===== config.mk =====
export PLATFORM = sky130hd
export DESIGN_NAME = ipo_port
export DESIGN_NICKNAME = d
export VERILOG_FILES = /design/src/ipo_pkg.sv /design/src/ipo_trig_if.sv /design/src/ipo_port.sv /design/src/ipo_trig_gen.sv
export SDC_FILE = /design/constraint.sdc
export NUM_CORES = 1
export LEC_CHECK = 0
export CAP_MARGIN = 5
export CORE_ASPECT_RATIO = 1.75
export CORE_UTILIZATION = 25
export CTS_CLUSTER_DIAMETER = 60
export CTS_CLUSTER_SIZE = 40
export DETAILED_ROUTE_END_ITERATION = 12
export DONT_BUFFER_PORTS = 1
export GPL_ROUTABILITY_DRIVEN = 1
export GPL_TIMING_DRIVEN = 1
export PLACE_DENSITY_LB_ADDON = 0.08
export SYNTH_ARGS = -nofsm -noshare
export SYNTH_HDL_FRONTEND = slang
export SYNTH_SLANG_ARGS = --single-unit

===== constraint.sdc =====
create_clock -name core_clk -period 2 [get_ports core_clk]
set_input_delay 0.2 -clock core_clk [delete_from_list [all_inputs] [get_ports core_clk]]
set_output_delay 0.2 -clock core_clk [all_outputs]
set_load 0.02 [all_outputs]

===== src/ipo_pkg.sv =====
// Constants for the instrument program output port
// Functional notes
// The block holds an 8-bit and a 16-bit output register loaded straight from the host data bus.
// Host-side selector strobes load the bus data into the addressed register.
// Separate strobes load the full word or each byte of the word on its own.
// Every register bit drives the instrument-side outputs at all times.
// The instrument done signal sets the interrupt flag on its rising or falling edge, by option.
// Software can set or clear an interrupt-enable flag.
// The interrupt flag and the interrupt-enable flag are both presented as outputs.
// Any register-load strobe clears the interrupt flag; a done edge in the same cycle sets the flag instead.
// Reset clears the interrupt flag and the interrupt-enable flag.
// A selector read strobe puts the register contents onto the host read bus.
// An option chooses whether reset clears or sets all register bits.
// A status read puts both flags and the instrument status lines onto the host read bus.
// A selector command fires one trigger pulse whose width is set between 2 and 12 us.
// An option chooses a positive-going or negative-going trigger pulse.
// Instrument done passes two flip-flops before edge detection; trigger width counts clocks.
package ipo_pkg;
   localparam int         CLK_HZ           = 40_000_000;
   localparam int         TRIG_MIN_NS      = 2000;
   localparam int         TRIG_MAX_NS      = 12000;
   localparam int         TRIG_MIN_CYC     = (TRIG_MIN_NS * (CLK_HZ / 1_000_000) + 999) / 1000;
   localparam int         TRIG_MAX_CYC     = (TRIG_MAX_NS * (CLK_HZ / 1_000_000)) / 1000;
   localparam int         TRIG_W           = 9;
   localparam int         WORD_W           = 16;
   localparam int         BYTE_W           = 8;
   localparam logic [4:0] STAT_ENABLE_BIT  = 5'h01;
   localparam int         STAT_FLAG_POS    = 0;
   localparam int         STAT_ENABLE_POS  = 1;
   localparam int         STAT_INST_POS    = 2;
   localparam int         STAT_W           = 5;
endpackage


===== src/ipo_trig_if.sv =====
// Carrier between the port core and the trigger pulse generator
`timescale 1ns/1ps
interface ipo_trig_if;
   logic                 fire;
   logic [8:0]           width;
   logic                 busy;
   modport core (output fire, output width, input busy);
   modport gen  (input fire, input width, output busy);
endinterface

===== src/ipo_port.sv =====
// Instrument program output port core
`timescale 1ns/1ps
module ipo_port
   import ipo_pkg::*;
#(
   parameter logic [8:0] TRIG_WIDTH_CYC = 9'(TRIG_MIN_CYC)
)
(
   input  wire logic                core_clk,
   input  wire logic                rst_b,
   input  wire logic [WORD_W-1:0]   bus_data,
   input  wire logic                load_word,
   input  wire logic                load_low_byte,
   input  wire logic                load_high_byte,
   input  wire logic                load_byte_reg,
   input  wire logic                read_word,
   input  wire logic                read_byte,
   input  wire logic                read_status,
   input  wire logic                enable_set,
   input  wire logic                enable_clear,
   input  wire logic                trigger_cmd,
   input  wire logic [8:0]          trigger_width,
   input  wire logic                power_up_set_option,
   input  wire logic                ready_edge_option_a,
   input  wire logic                pulse_polarity_option_a,
   input  wire logic                instrument_done,
   input  wire logic [2:0]          instrument_status,
   output logic [WORD_W-1:0]        word_out,
   output logic [BYTE_W-1:0]        byte_out,
   output logic                     interrupt_flag,
   output logic                     interrupt_enable,
   output logic                     trigger_out,
   output logic [WORD_W-1:0]        read_data,
   output logic                     read_data_oe
);
   ipo_trig_if trig ();

   typedef struct packed
   {
      logic [WORD_W-1:0] word_reg;
      logic [BYTE_W-1:0] byte_reg;
      logic              flag;
      logic              enable;
      logic              done_s1;
      logic              done_s2;
      logic              done_d;
      logic [2:0]        stat_s1;
      logic [2:0]        stat_s2;
      logic              preset_pending;
      logic [1:0]        arm;
      logic              trig_out;
      logic [WORD_W-1:0] rdata;
      logic              roe;
   } ipo_port_s;
   ipo_port_s st;
   ipo_port_s next_st;

   function automatic logic [8:0] clamp_width(input logic [8:0] w);
      if (w < 9'(TRIG_MIN_CYC))
         return 9'(TRIG_MIN_CYC);
      else if (w > 9'(TRIG_MAX_CYC))
         return 9'(TRIG_MAX_CYC);
      else
         return w;
   endfunction

   logic done_edge;
   logic any_load;

   always_comb
   begin
      next_st = st;
      next_st.done_s1 = instrument_done;
      next_st.done_s2 = st.done_s1;
      next_st.done_d  = st.done_s2;
      next_st.stat_s1 = instrument_status;
      next_st.stat_s2 = st.stat_s1;
      // Edge detect held off until the sync chain holds real pin values
      if (st.arm != 2'h3)
         next_st.arm = st.arm + 2'h1;
      // Selected edge of the synchronised done line
      done_edge = (st.arm == 2'h3) &
                  (ready_edge_option_a ? (st.done_s2 & ~st.done_d)
                                       : (~st.done_s2 & st.done_d));
      any_load = load_word | load_low_byte | load_high_byte | load_byte_reg;
      // Preset value caught after reset release
      next_st.preset_pending = 1'b0;
      if (st.preset_pending)
      begin
         next_st.word_reg = {WORD_W{power_up_set_option}};
         next_st.byte_reg = {BYTE_W{power_up_set_option}};
      end
      else
      begin
         if (load_word | load_low_byte)
            next_st.word_reg[7:0] = bus_data[7:0];
         if (load_word | load_high_byte)
            next_st.word_reg[15:8] = bus_data[15:8];
         if (load_byte_reg)
            next_st.byte_reg = bus_data[7:0];
      end
      // Set wins over the load clear
      if (done_edge)
         next_st.flag = 1'b1;
      else if (any_load)
         next_st.flag = 1'b0;
      if (enable_set)
         next_st.enable = 1'b1;
      else if (enable_clear)
         next_st.enable = 1'b0;
      // Read-back multiplexer
      next_st.roe   = read_word | read_byte | read_status;
      next_st.rdata = '0;
      if (read_word)
         next_st.rdata = st.word_reg;
      else if (read_byte)
         next_st.rdata = {8'h00, st.byte_reg};
      else if (read_status)
         next_st.rdata = {11'h000, st.stat_s2, st.enable, st.flag};
      next_st.trig_out = trig.busy ^ ~pulse_polarity_option_a;
   end

   assign trig.fire  = trigger_cmd;
   assign trig.width = clamp_width(trigger_width | TRIG_WIDTH_CYC & 9'h000);

   ipo_trig_gen u_trig
   (
      .core_clk (core_clk),
      .rst_b    (rst_b),
      .trig     (trig)
   );

   always_ff @(posedge core_clk)
   begin
      if (!rst_b)
      begin
         st                <= '0;
         st.preset_pending <= 1'b1;
         st.trig_out       <= 1'b0;
      end
      else
         st <= next_st;
   end

   assign word_out         = st.word_reg;
   assign byte_out         = st.byte_reg;
   assign interrupt_flag   = st.flag;
   assign interrupt_enable = st.enable;
   assign trigger_out      = st.trig_out;
   assign read_data        = st.rdata;
   assign read_data_oe     = st.roe;
endmodule


===== src/ipo_trig_gen.sv =====
// Single-shot trigger pulse timer
`timescale 1ns/1ps
module ipo_trig_gen
   import ipo_pkg::*;
(
   input  wire logic     core_clk,
   input  wire logic     rst_b,
   ipo_trig_if.gen       trig
);
   typedef struct packed
   {
      logic [8:0]        count;
      logic              busy;
   } ipo_tg_s;
   ipo_tg_s st;
   ipo_tg_s next_st;

   always_comb
   begin
      next_st = st;
      if (st.busy)
      begin
         if (st.count <= 9'h001)
         begin
            next_st.busy  = 1'b0;
            next_st.count = 9'h000;
         end
         else
         begin
            next_st.count = st.count - 9'h001;
         end
      end
      else if (trig.fire)
      begin
         next_st.busy  = 1'b1;
         next_st.count = trig.width;
      end
   end

   always_ff @(posedge core_clk)
   begin
      if (!rst_b)
         st <= '0;
      else
         st <= next_st;
   end

   assign trig.busy = st.busy;
endmodule


==> results of run 1 <==
==> per-layer routing <==
| metal | part of all wire | vias up | global-route usage |
|---|---|---|---|
| met3 | 0.083 | 10 | 0.0537 |
| li1 | - | 1072 | - |
| met2 | 0.52 | 68 | 0.234 |
| met5 | 0 | - | 0 |
| met1 | 0.38 | 967 | 0.140 |
| met4 | 0.018 | 0 | 0.0585 |
==> registers in the layout (all words and copies together), names as in the netlist <==
register / cells
byte_out: 8
interrupt_enable: 1
interrupt_flag: 1
next_st: 5
read_data: 16
read_data_oe: 1
st: 7
trigger_out: 1
u_trig.st: 9
u_trig.trig.busy: 1
word_out: 16
==> worst register-to-register path: stages (launching register included) <==
cell                       delay, ns
sky130_fd_sc_hd__dfxtp_1        0.37
sky130_fd_sc_hd__inv_1          0.08
sky130_fd_sc_hd__ha_1           0.17
sky130_fd_sc_hd__nor3b_2        0.47
sky130_fd_sc_hd__nand2b_4       0.08
sky130_fd_sc_hd__a211o_1        0.27
sky130_fd_sc_hd__a31oi_1        0.14
==> cell usage in the layout (no fill, tap or decap), drive strengths merged, types with 2 or more instances in the layout <==
master,count
inv,5
mux2i,11
o21bai,2
o311ai,2
clkinvlp,2
nor3b,2
clkbuf,10
ha,3
dlygate4sd3,9
dfxtp,66
nor2,37
clkinv,2
or3,3
xor2,2
buf,6
nand3b,3
nand2,13
a211oi,19
and3,8
or4,2
nor3,7
nor4,2
and2,10
nor2b,4
o21ai,9
a221oi,2
bufinv,3
a21oi,43
a32oi,2
nand2b,4
==> cell type report <==
| class | count | share of cell area |
|---|---|---|
| inverter | 6 | 0.00689 |
| timing repair buffer | 15 | 0.0413 |
| clock buffer | 10 | 0.0731 |
| multi-input combinational | 205 | 0.388 |
| tap | 135 | 0.0517 |
| clock inverter | 6 | 0.0348 |
| sequential | 66 | 0.404 |
==> logic make-up after synthesis <==
logic type	synth area share
AND/OR/NAND/NOR	0.175
AO/OA/AOI/OAI	0.188
buffers and inverters	0.133
flip-flops	0.442
multiplexers	0.0406
XOR/XNOR	0.00880
adder cells (fa/ha/maj)	0.0126
==> cell usage after synthesis (4+ instances only) <==
cell                       number  area, um^2
sky130_fd_sc_hd__and3_1         8        50.1
sky130_fd_sc_hd__a21oi_1       43         215
sky130_fd_sc_hd__buf_4         40         300
sky130_fd_sc_hd__nor2_1        37         139
sky130_fd_sc_hd__o21ai_0        8        40.0
sky130_fd_sc_hd__a211oi_1      19         143
sky130_fd_sc_hd__nor3_1         7        35.0
sky130_fd_sc_hd__and2_1        10        62.6
sky130_fd_sc_hd__nor2b_1        4        25.0
sky130_fd_sc_hd__dfxtp_1       66        1320
sky130_fd_sc_hd__inv_1          5        18.8
sky130_fd_sc_hd__mux2i_1       11         110
sky130_fd_sc_hd__clkbuf_1      19        71.3
sky130_fd_sc_hd__nand2_1       13        48.8
==> repair_timing <==
item                                    CTS  global route
hold buffers                              9             0
endpoints found under the setup margin    0             0
hold endpoints to repair                 11             0
==> report_power, final <==
group	total [W]	switching, W	internal (W)
clock network	0.00185	0.000593	0.00125
registers	0.00159	0.000171	0.00142
logic	0.000420	0.000219	0.000201
total	0.00386	0.000983	0.00288
==> per-stage QoR <==
stage / cells / hold WS [ns] / total power (W) / area (um^2)
2_1_floorplan: 337 / 0.317 / 0.00201 / 2990
3_3_place_gp: 418 / 0.324 / 0.00204 / 2830
3_5_place_dp: 418 / 0.326 / 0.00204 / 2830
4_1_cts: 443 / 0.00727 / 0.00394 / 3270
5_1_grt: 443 / 0.0179 / 0.00407 / 3270
6_report: 443 / 0.0246 / 0.00386 / 3270
==> path summary, 6_finish.rpt <==
path         cells after the start  slack, ns                to
min                              2       0.02  u_trig.trig.busy
max                              6       0.34      u_trig.st[9]
min reg2reg                      1       0.43       next_st[27]
max reg2reg                      6       0.34      u_trig.st[9]
==> results list, run 1 <==
* Outcome: finished with violations
* Violated checks: DRC
* Type of the worst min-delay path: input port to flip-flop
- Final setup violation count: 0
- First-pass GRT wire length: 12,300 um
- Global-route congestion overflow total: 0
- Pins over their slew limit: 0
- Cts bufs inserted: 9
- The final layout contains 350 nets.
* Timing-limited maximum frequency: 603 MHz
- In the global route stage, overall resource usage came out at 0.134.
* Core occupancy in the finished layout: 0.282
- Number of flip-flops and latches in the synthesized netlist: 66
* Placer congestion estimate: 0.745
- Count of antenna diodes in the layout: 0
- Per-cell routed wire length: 17.9 um
* Largest stage delay, worst path: 0.47 ns
- At the placement stage, the worst setup path has a slack of 0.329 ns.
- Mean Syn Cell Area: 8.87 um^2
* Maximum number of pins on one net before global-route repair: 32
- No sink is reached through more buffers than the 2 on the longest clock path.
- The cell count after synthesis came out at 337.
- The wire-length estimate of the detail-placed layout is 5460 um.
- Once the clock tree was built, the setup fixing pass inserted 0 buffers.
- Number of DRC violations after detailed-routing iteration 0: 66
- Worst ir drop on vdd: 0.000358 V
- The die covers 12,400 um^2.
- In this run the standard cell core region covers 11,600 um^2.
* R2R Path Start: u_trig.st[1]
- Root buffer cell: sky130_fd_sc_hd__clkbuf_16
- Clock-pin slew was measured on the worst setup and hold paths at 0.05 ns.
- Worst clock skew: 0.00514 ns
* Vias after detailed routing: 2,117
- Yosys warns: 0
* RSZ-0062 raised after global routing: false
- At the later pin of the worst-skew pair, clock insertion delay measures 0.33 ns.
* H-tree levels: 3
* First element of the critical path: u_trig.st[1]
- For this configuration, the core starts out at a cell density of 0.258.
- Mapped Area: 2990 um^2
- Buffer and inverter count on the worst path: 1
- The multi-input combinational cells in the finished layout cover a total of 1270 um^2.
- Vias per inst: 4.78
- CP max FO: 8
* Number of antenna-violating nets in the routed design: 0
- The startpoint identified for the worst hold timing path is rst_b.
- Post-synthesis async set-or-reset flop share: 0
* Syn_nets: 384
* Setup TNS: 0 ns
- The number of antenna violations at the first check in global routing was 0.
* Ordered list of cells on the worst path: inv_1 -> ha_1 -> nor3b_2 -> nand2b_4 -> a211o_1 -> a31oi_1
- Summed over all cells, the static leakage comes to 1.29 nW.
* Standard cell with the maximum stage delay on the critical path: sky130_fd_sc_hd__nor3b_2
* Storage element area: 1320 um^2
* CP top delay family: simple AND/OR/NAND/NOR gates
- Max-cap violations in this run came to 0.
* Final hold violation count: 0
- Clock tree synthesis found a total of 66 sinks.
- CTS tree: yes
- Slew margin rel.: 0.580
- In the final layout, the share of cells above drive strength 1 is 0.0942.
- I/O pin count: 88
- The worst setup path is of the flip-flop to flip-flop kind.
- Final critical delay including setup and external delays: 1.66 ns
- DIE WIDTH: 84.6 um
* Input/output buffers: 0
- Vertical extent of the die: 147 um
* Required time worst endpoint: 2.26 ns
* Worst setup EP type: flip-flop
- Dividing the final minimum period by the clock period gives 0.830.
- The layout has 1,251 filler cells.
- Resize count post-CTS: 0
- Post-synth cell types: 49
* First-pass iteration count of the detailed router: 12
- Worst-margin pin slew: 0.629 ns
- Overall routed net length: 7920 um
* Number of global-route vias before repair: 2,152
* WP data arrival: 1.91 ns
- The worst setup path is launched from a flip-flop.
- Among all flip-flop cells after synthesis, the most frequent one is sky130_fd_sc_hd__dfxtp_1.
* Final worst-path setup slack: 0.341 ns
* Power density over cell area: 1180 nW/um^2
- Sequential fraction of the synthesis area: 0.442
- Row generation in the floorplan step produced 52 rows.
* Area growth syn-to-layout: 9.42%
* DRC: 5
* Number of synthesized flops with an enable pin: 0
No activity file was read; power rests on OpenSTA's default activity.
==> run 2: changes to the inputs <==
--- a/config.mk
+++ b/config.mk
@@ -5,6 +5,7 @@
 export SDC_FILE = /design/constraint.sdc
 export NUM_CORES = 1
 export LEC_CHECK = 0
+export ABC_AREA = 1
 export CAP_MARGIN = 5
 export CORE_ASPECT_RATIO = 1.75
 export CORE_UTILIZATION = 25
==> constraint.sdc (replaced) <==
create_clock -name core_clk -period 1.3 [get_ports core_clk]
set_input_delay 0.13 -clock core_clk [delete_from_list [all_inputs] [get_ports core_clk]]
set_output_delay 0.13 -clock core_clk [all_outputs]
set_load 0.02 [all_outputs]
==> results list, run 2 <==
- The number of port buffers was 0 (unchanged).
* Root buffer cell: sky130_fd_sc_hd__clkbuf_16
- CP max FO: 6 (-2)
* Cell type with the highest aggregate area in the netlist: sky130_fd_sc_hd__dfxtp_1
- Worst-margin pin slew: 0.669 ns (+0.0400 ns)
- By instance count, the leading cell after synthesis is sky130_fd_sc_hd__dfxtp_1.
- Timing-limited maximum frequency: 806 MHz (+34%)
- Global-route congestion overflow total: 0 (unchanged)
- Walking the worst path, the cells encountered are inv_4 -> ha_4 -> nand2_2 -> nand2_4 -> a21oi_4 -> nand2_1 -> a21oi_2.
- The max-slew violation total from the final report was 0 (unchanged).
* Share of final-layout standard cells stronger than drive strength 1: 0.153 (+0.0583)
* Vias after detailed routing: 2,445 (+15%)
- Switching Power: 0.00160 W (+63%)
* Commonest non-fill, non-tap cell in the layout: sky130_fd_sc_hd__dfxtp_1
* Outcome: finished with violations
- Power density over cell area: 1640 nW/um^2 (+39%)
* Total power: 0.00581 W (+50%)
- The total number of H-tree levels came to 3 (unchanged).
- Top library cells by usage in the layout, fill and taps aside: 63 x sky130_fd_sc_hd__dfxtp_1, 58 x sky130_fd_sc_hd__nand2_1, 55 x sky130_fd_sc_hd__a21oi_1, 44 x sky130_fd_sc_hd__nor2_1, 43 x sky130_fd_sc_hd__o21ai_0
- Slew margin rel.: 0.552 (-0.0281)
- The share of flip-flops with an asynchronous set or reset is 0 (unchanged).
- Maximum number of pins on one net before global-route repair: 53 (+66%)
- Reg-to-reg slack, setup: 0.06 ns (-0.28 ns)
- First-pass GRT wire length: 13,100 um (+6.7%)
* Count of antenna diodes in the layout: 0 (unchanged)
- The ratio of routed vias to standard cells was 4.57 (-4.4%).
- The combinational fraction of design power came to 0.140 (+0.031).
- The total of flip-flops plus latches after synthesis was 66 (unchanged).
* Required time worst endpoint: 1.56 ns (-0.70 ns)
* Number of synthesized flops with an enable pin: 0 (unchanged)
- The number of cell rows came to 52 (unchanged).
* Switching share of total power: 0.275 (+0.0207)
* Post-placement cell area: 2910 um^2 (+3.0%)
* Area growth syn-to-layout: 18.8%
* Clock-pin slew on the worst setup and hold paths: 0.06 ns (about the same)
- CTS tree: yes
- Clock latency of the later-clocked register in the worst-skew pair: 0.33 ns (about the same)
- The count of warnings emitted by yosys is 0 (unchanged).
* Most frequently used flop master after synthesis: sky130_fd_sc_hd__dfxtp_1
* Cts bufs inserted: 9 (unchanged)
- The worst clock skew is 0.00622 ns (+0.00108 ns).
- Final worst-path setup slack: 0.0587 ns (-0.282 ns)
- Final critical delay including setup and external delays: 1.24 ns (-0.418 ns)
- Number of DRC violations after detailed-routing iteration 0: 73 (+11%)
- The leakage dissipation was 1.52 nW (+18%).
- Final hold violation count: 0 (unchanged)
- Worst ir drop on vdd: 0.000618 V (+73%)
* Number of global-route vias before repair: 2,461 (+14%)
* Combined global-route utilization of all metal layers: 0.142 (+0.00833)
- Worst setup EP type: flip-flop
- The final design instance area without fill was 3530 um^2 (+8.1%).
* Setup Slack @ Placement: 0.0158 ns (-0.313 ns)
- The final instance count without filler cells is 535 (+21%).
- The routed wire length per instance is 15.9 um (-11%).
* Syn_nets: 443 (+15%)
- First-pass iteration count of the detailed router: 9 (-3)
- The summed instance area of the synthesized netlist is 2980 um^2 (-0.42%).
* Vertical extent of the die: 146 um (-0.21%)
- The count of boundary I/O pins is 88 (unchanged).
- The number of clock sinks is 66 (unchanged).
* Effective utilization at floorplan: 0.257 (-0.00108)
* Final setup violation count: 0 (unchanged)
- Placeable core region: 11,600 um^2 (unchanged)
- The total wire length is 8500 um (+7.4%).
- Largest stage delay, worst path: 0.38 ns (-0.09 ns)
- The sequential element share of the synthesized area was 0.444 (+0.00186).
- Placer congestion estimate: 0.747 (+0.17%)
* DIE WIDTH: 84.5 um (-0.21%)
- Fin nets: 442 (+26%)
- The count of placed standard cells including taps is 494 (+18%).
* Synthesized netlist cell count: 396 (+18%)
- Max Buffers Root-to-Sink: 2 (unchanged)
* Clock network fraction of design power: 0.446 (-0.032)
- Type of the worst min-delay path: input port to flip-flop
- Post-synth cell types: 24 (-51%)
- Internal Dissipation: 0.00421 W (+46%)
- DRC: 9 (+4)
- On the critical path, the stage with the largest delay is an instance of sky130_fd_sc_hd__dfxtp_4.
- By area the synthesized netlist is led by sky130_fd_sc_hd__dfxtp_1 44%, sky130_fd_sc_hd__buf_4 10%, sky130_fd_sc_hd__a21oi_1 9.3%.
- Initial antenna violation count: 0 (unchanged)
- RSZ-0062 raised after global routing: true
* Mean Syn Cell Area: 7.51 um^2 (-15%)
* Violated checks: DRC
- List of most frequent post-synthesis cells: 66 x sky130_fd_sc_hd__dfxtp_1, 62 x sky130_fd_sc_hd__nand2_1, 55 x sky130_fd_sc_hd__a21oi_1
* Count of fill cells added during filler insertion: 1,290 (+3.1%)
- Crit share post-route: 0.955 (+0.125)
- WP data arrival: 1.50 ns (-0.41 ns)
- The setup path with the least slack is of type flip-flop to flip-flop.
* Maximum Capacitance Violations: 0 (unchanged)
* Die area: 12,400 um^2 (-0.41%)
* Seq pwr share: 0.413 (about the same)
- The area fraction of the dominant cell type after synthesis was 0.444 (+0.00186).
- The worst setup path is launched from a flip-flop.
- Detailed placer's ending HPWL: 5970 um (+9.5%)
- Number of antenna-violating nets in the routed design: 0 (unchanged)
## run 2: cell types whose count changed in the layout (fill, tap and decap cells not counted), moves of 12 or more
cell,change
sky130_fd_sc_hd__buf_4,+15
sky130_fd_sc_hd__inv_1,+22
sky130_fd_sc_hd__a211oi_1,-19
sky130_fd_sc_hd__o21ai_0,+35
sky130_fd_sc_hd__nand2_1,+45
sky130_fd_sc_hd__a21oi_1,+12
## run 2: through the flow
step,util,TNS [ns],hold WS (ns)
finish,0.305,0,0.00902
detailed placement,0.251,0,0.232
global route,0.305,-0.0348,0.00454
floorplan,-,0,0.228
global placement,0.251,0,0.230
CTS,0.297,0,0.00143
## run 2: cell families after synthesis
logic type | count (synthesis) | share of synthesized area
XOR/XNOR | 3 | 0.00883
AND/OR/NAND/NOR | 129 | 0.180
buffers and inverters | 85 | 0.160
AO/OA/AOI/OAI | 110 | 0.194
adder cells (fa/ha/maj) | 3 | 0.0126
flip-flops | 66 | 0.444
## run 2: final timing paths
| path | start | cells past startpoint | end |
|---|---|---|---|
| hold / removal | read_word | 2 | read_data[3] |
| setup reg to reg | u_trig.st[2] | 7 | u_trig.st[8] |
| hold reg to reg | next_st[28] | 2 | next_st[27] |
| setup / recovery | u_trig.st[2] | 7 | u_trig.st[8] |
## run 2: repair_timing
item,in CTS,in global routing
pin swaps,1,7
hold endpoints to repair,63,0
hold buffers,21,0
endpoints found under the setup margin,1,9
gates resized for setup,0,19
setup buffers,0,4
## run 2: layout make-up
type | instances | area [um^2] | area share
multi-input combinational | 245 | 1230 | 0.347
timing repair buffer | 42 | 378 | 0.107
clock buffer | 12 | 236 | 0.0669
clock inverter | 4 | 76.3 | 0.0216
tap | 135 | 169 | 0.0478
inverter | 31 | 119 | 0.0336
sequential | 66 | 1330 | 0.376
## run 2: metal layers
metal | wire length, um | GRT usage | vias to the layer above
met5 | 0 | 0 | -
met4 | 157 | 0.0661 | 0
met3 | 451 | 0.0430 | 9
met2 | 4780 | 0.268 | 66
met1 | 3110 | 0.141 | 1124
li1 | - | - | 1246
## run 2: worst max-delay path, delay by kind of cell (launching register included)
family / cells / cell delay, ns
compound gates: 2 / 0.37
fa+ha+maj: 1 / 0.15
buf+inv: 1 / 0.04
flops: 1 / 0.38
simple gates: 3 / 0.24
## run 2: power by group through the flow
stage          Clock (W)  Combinational (W)  Sequential (W)
6_report         0.00259           0.000816         0.00240
5_1_grt          0.00278           0.000920         0.00242
2_1_floorplan          0           0.000702         0.00231
3_3_place_gp           0           0.000668         0.00244
3_5_place_dp           0           0.000666         0.00244
4_1_cts          0.00268           0.000761         0.00239
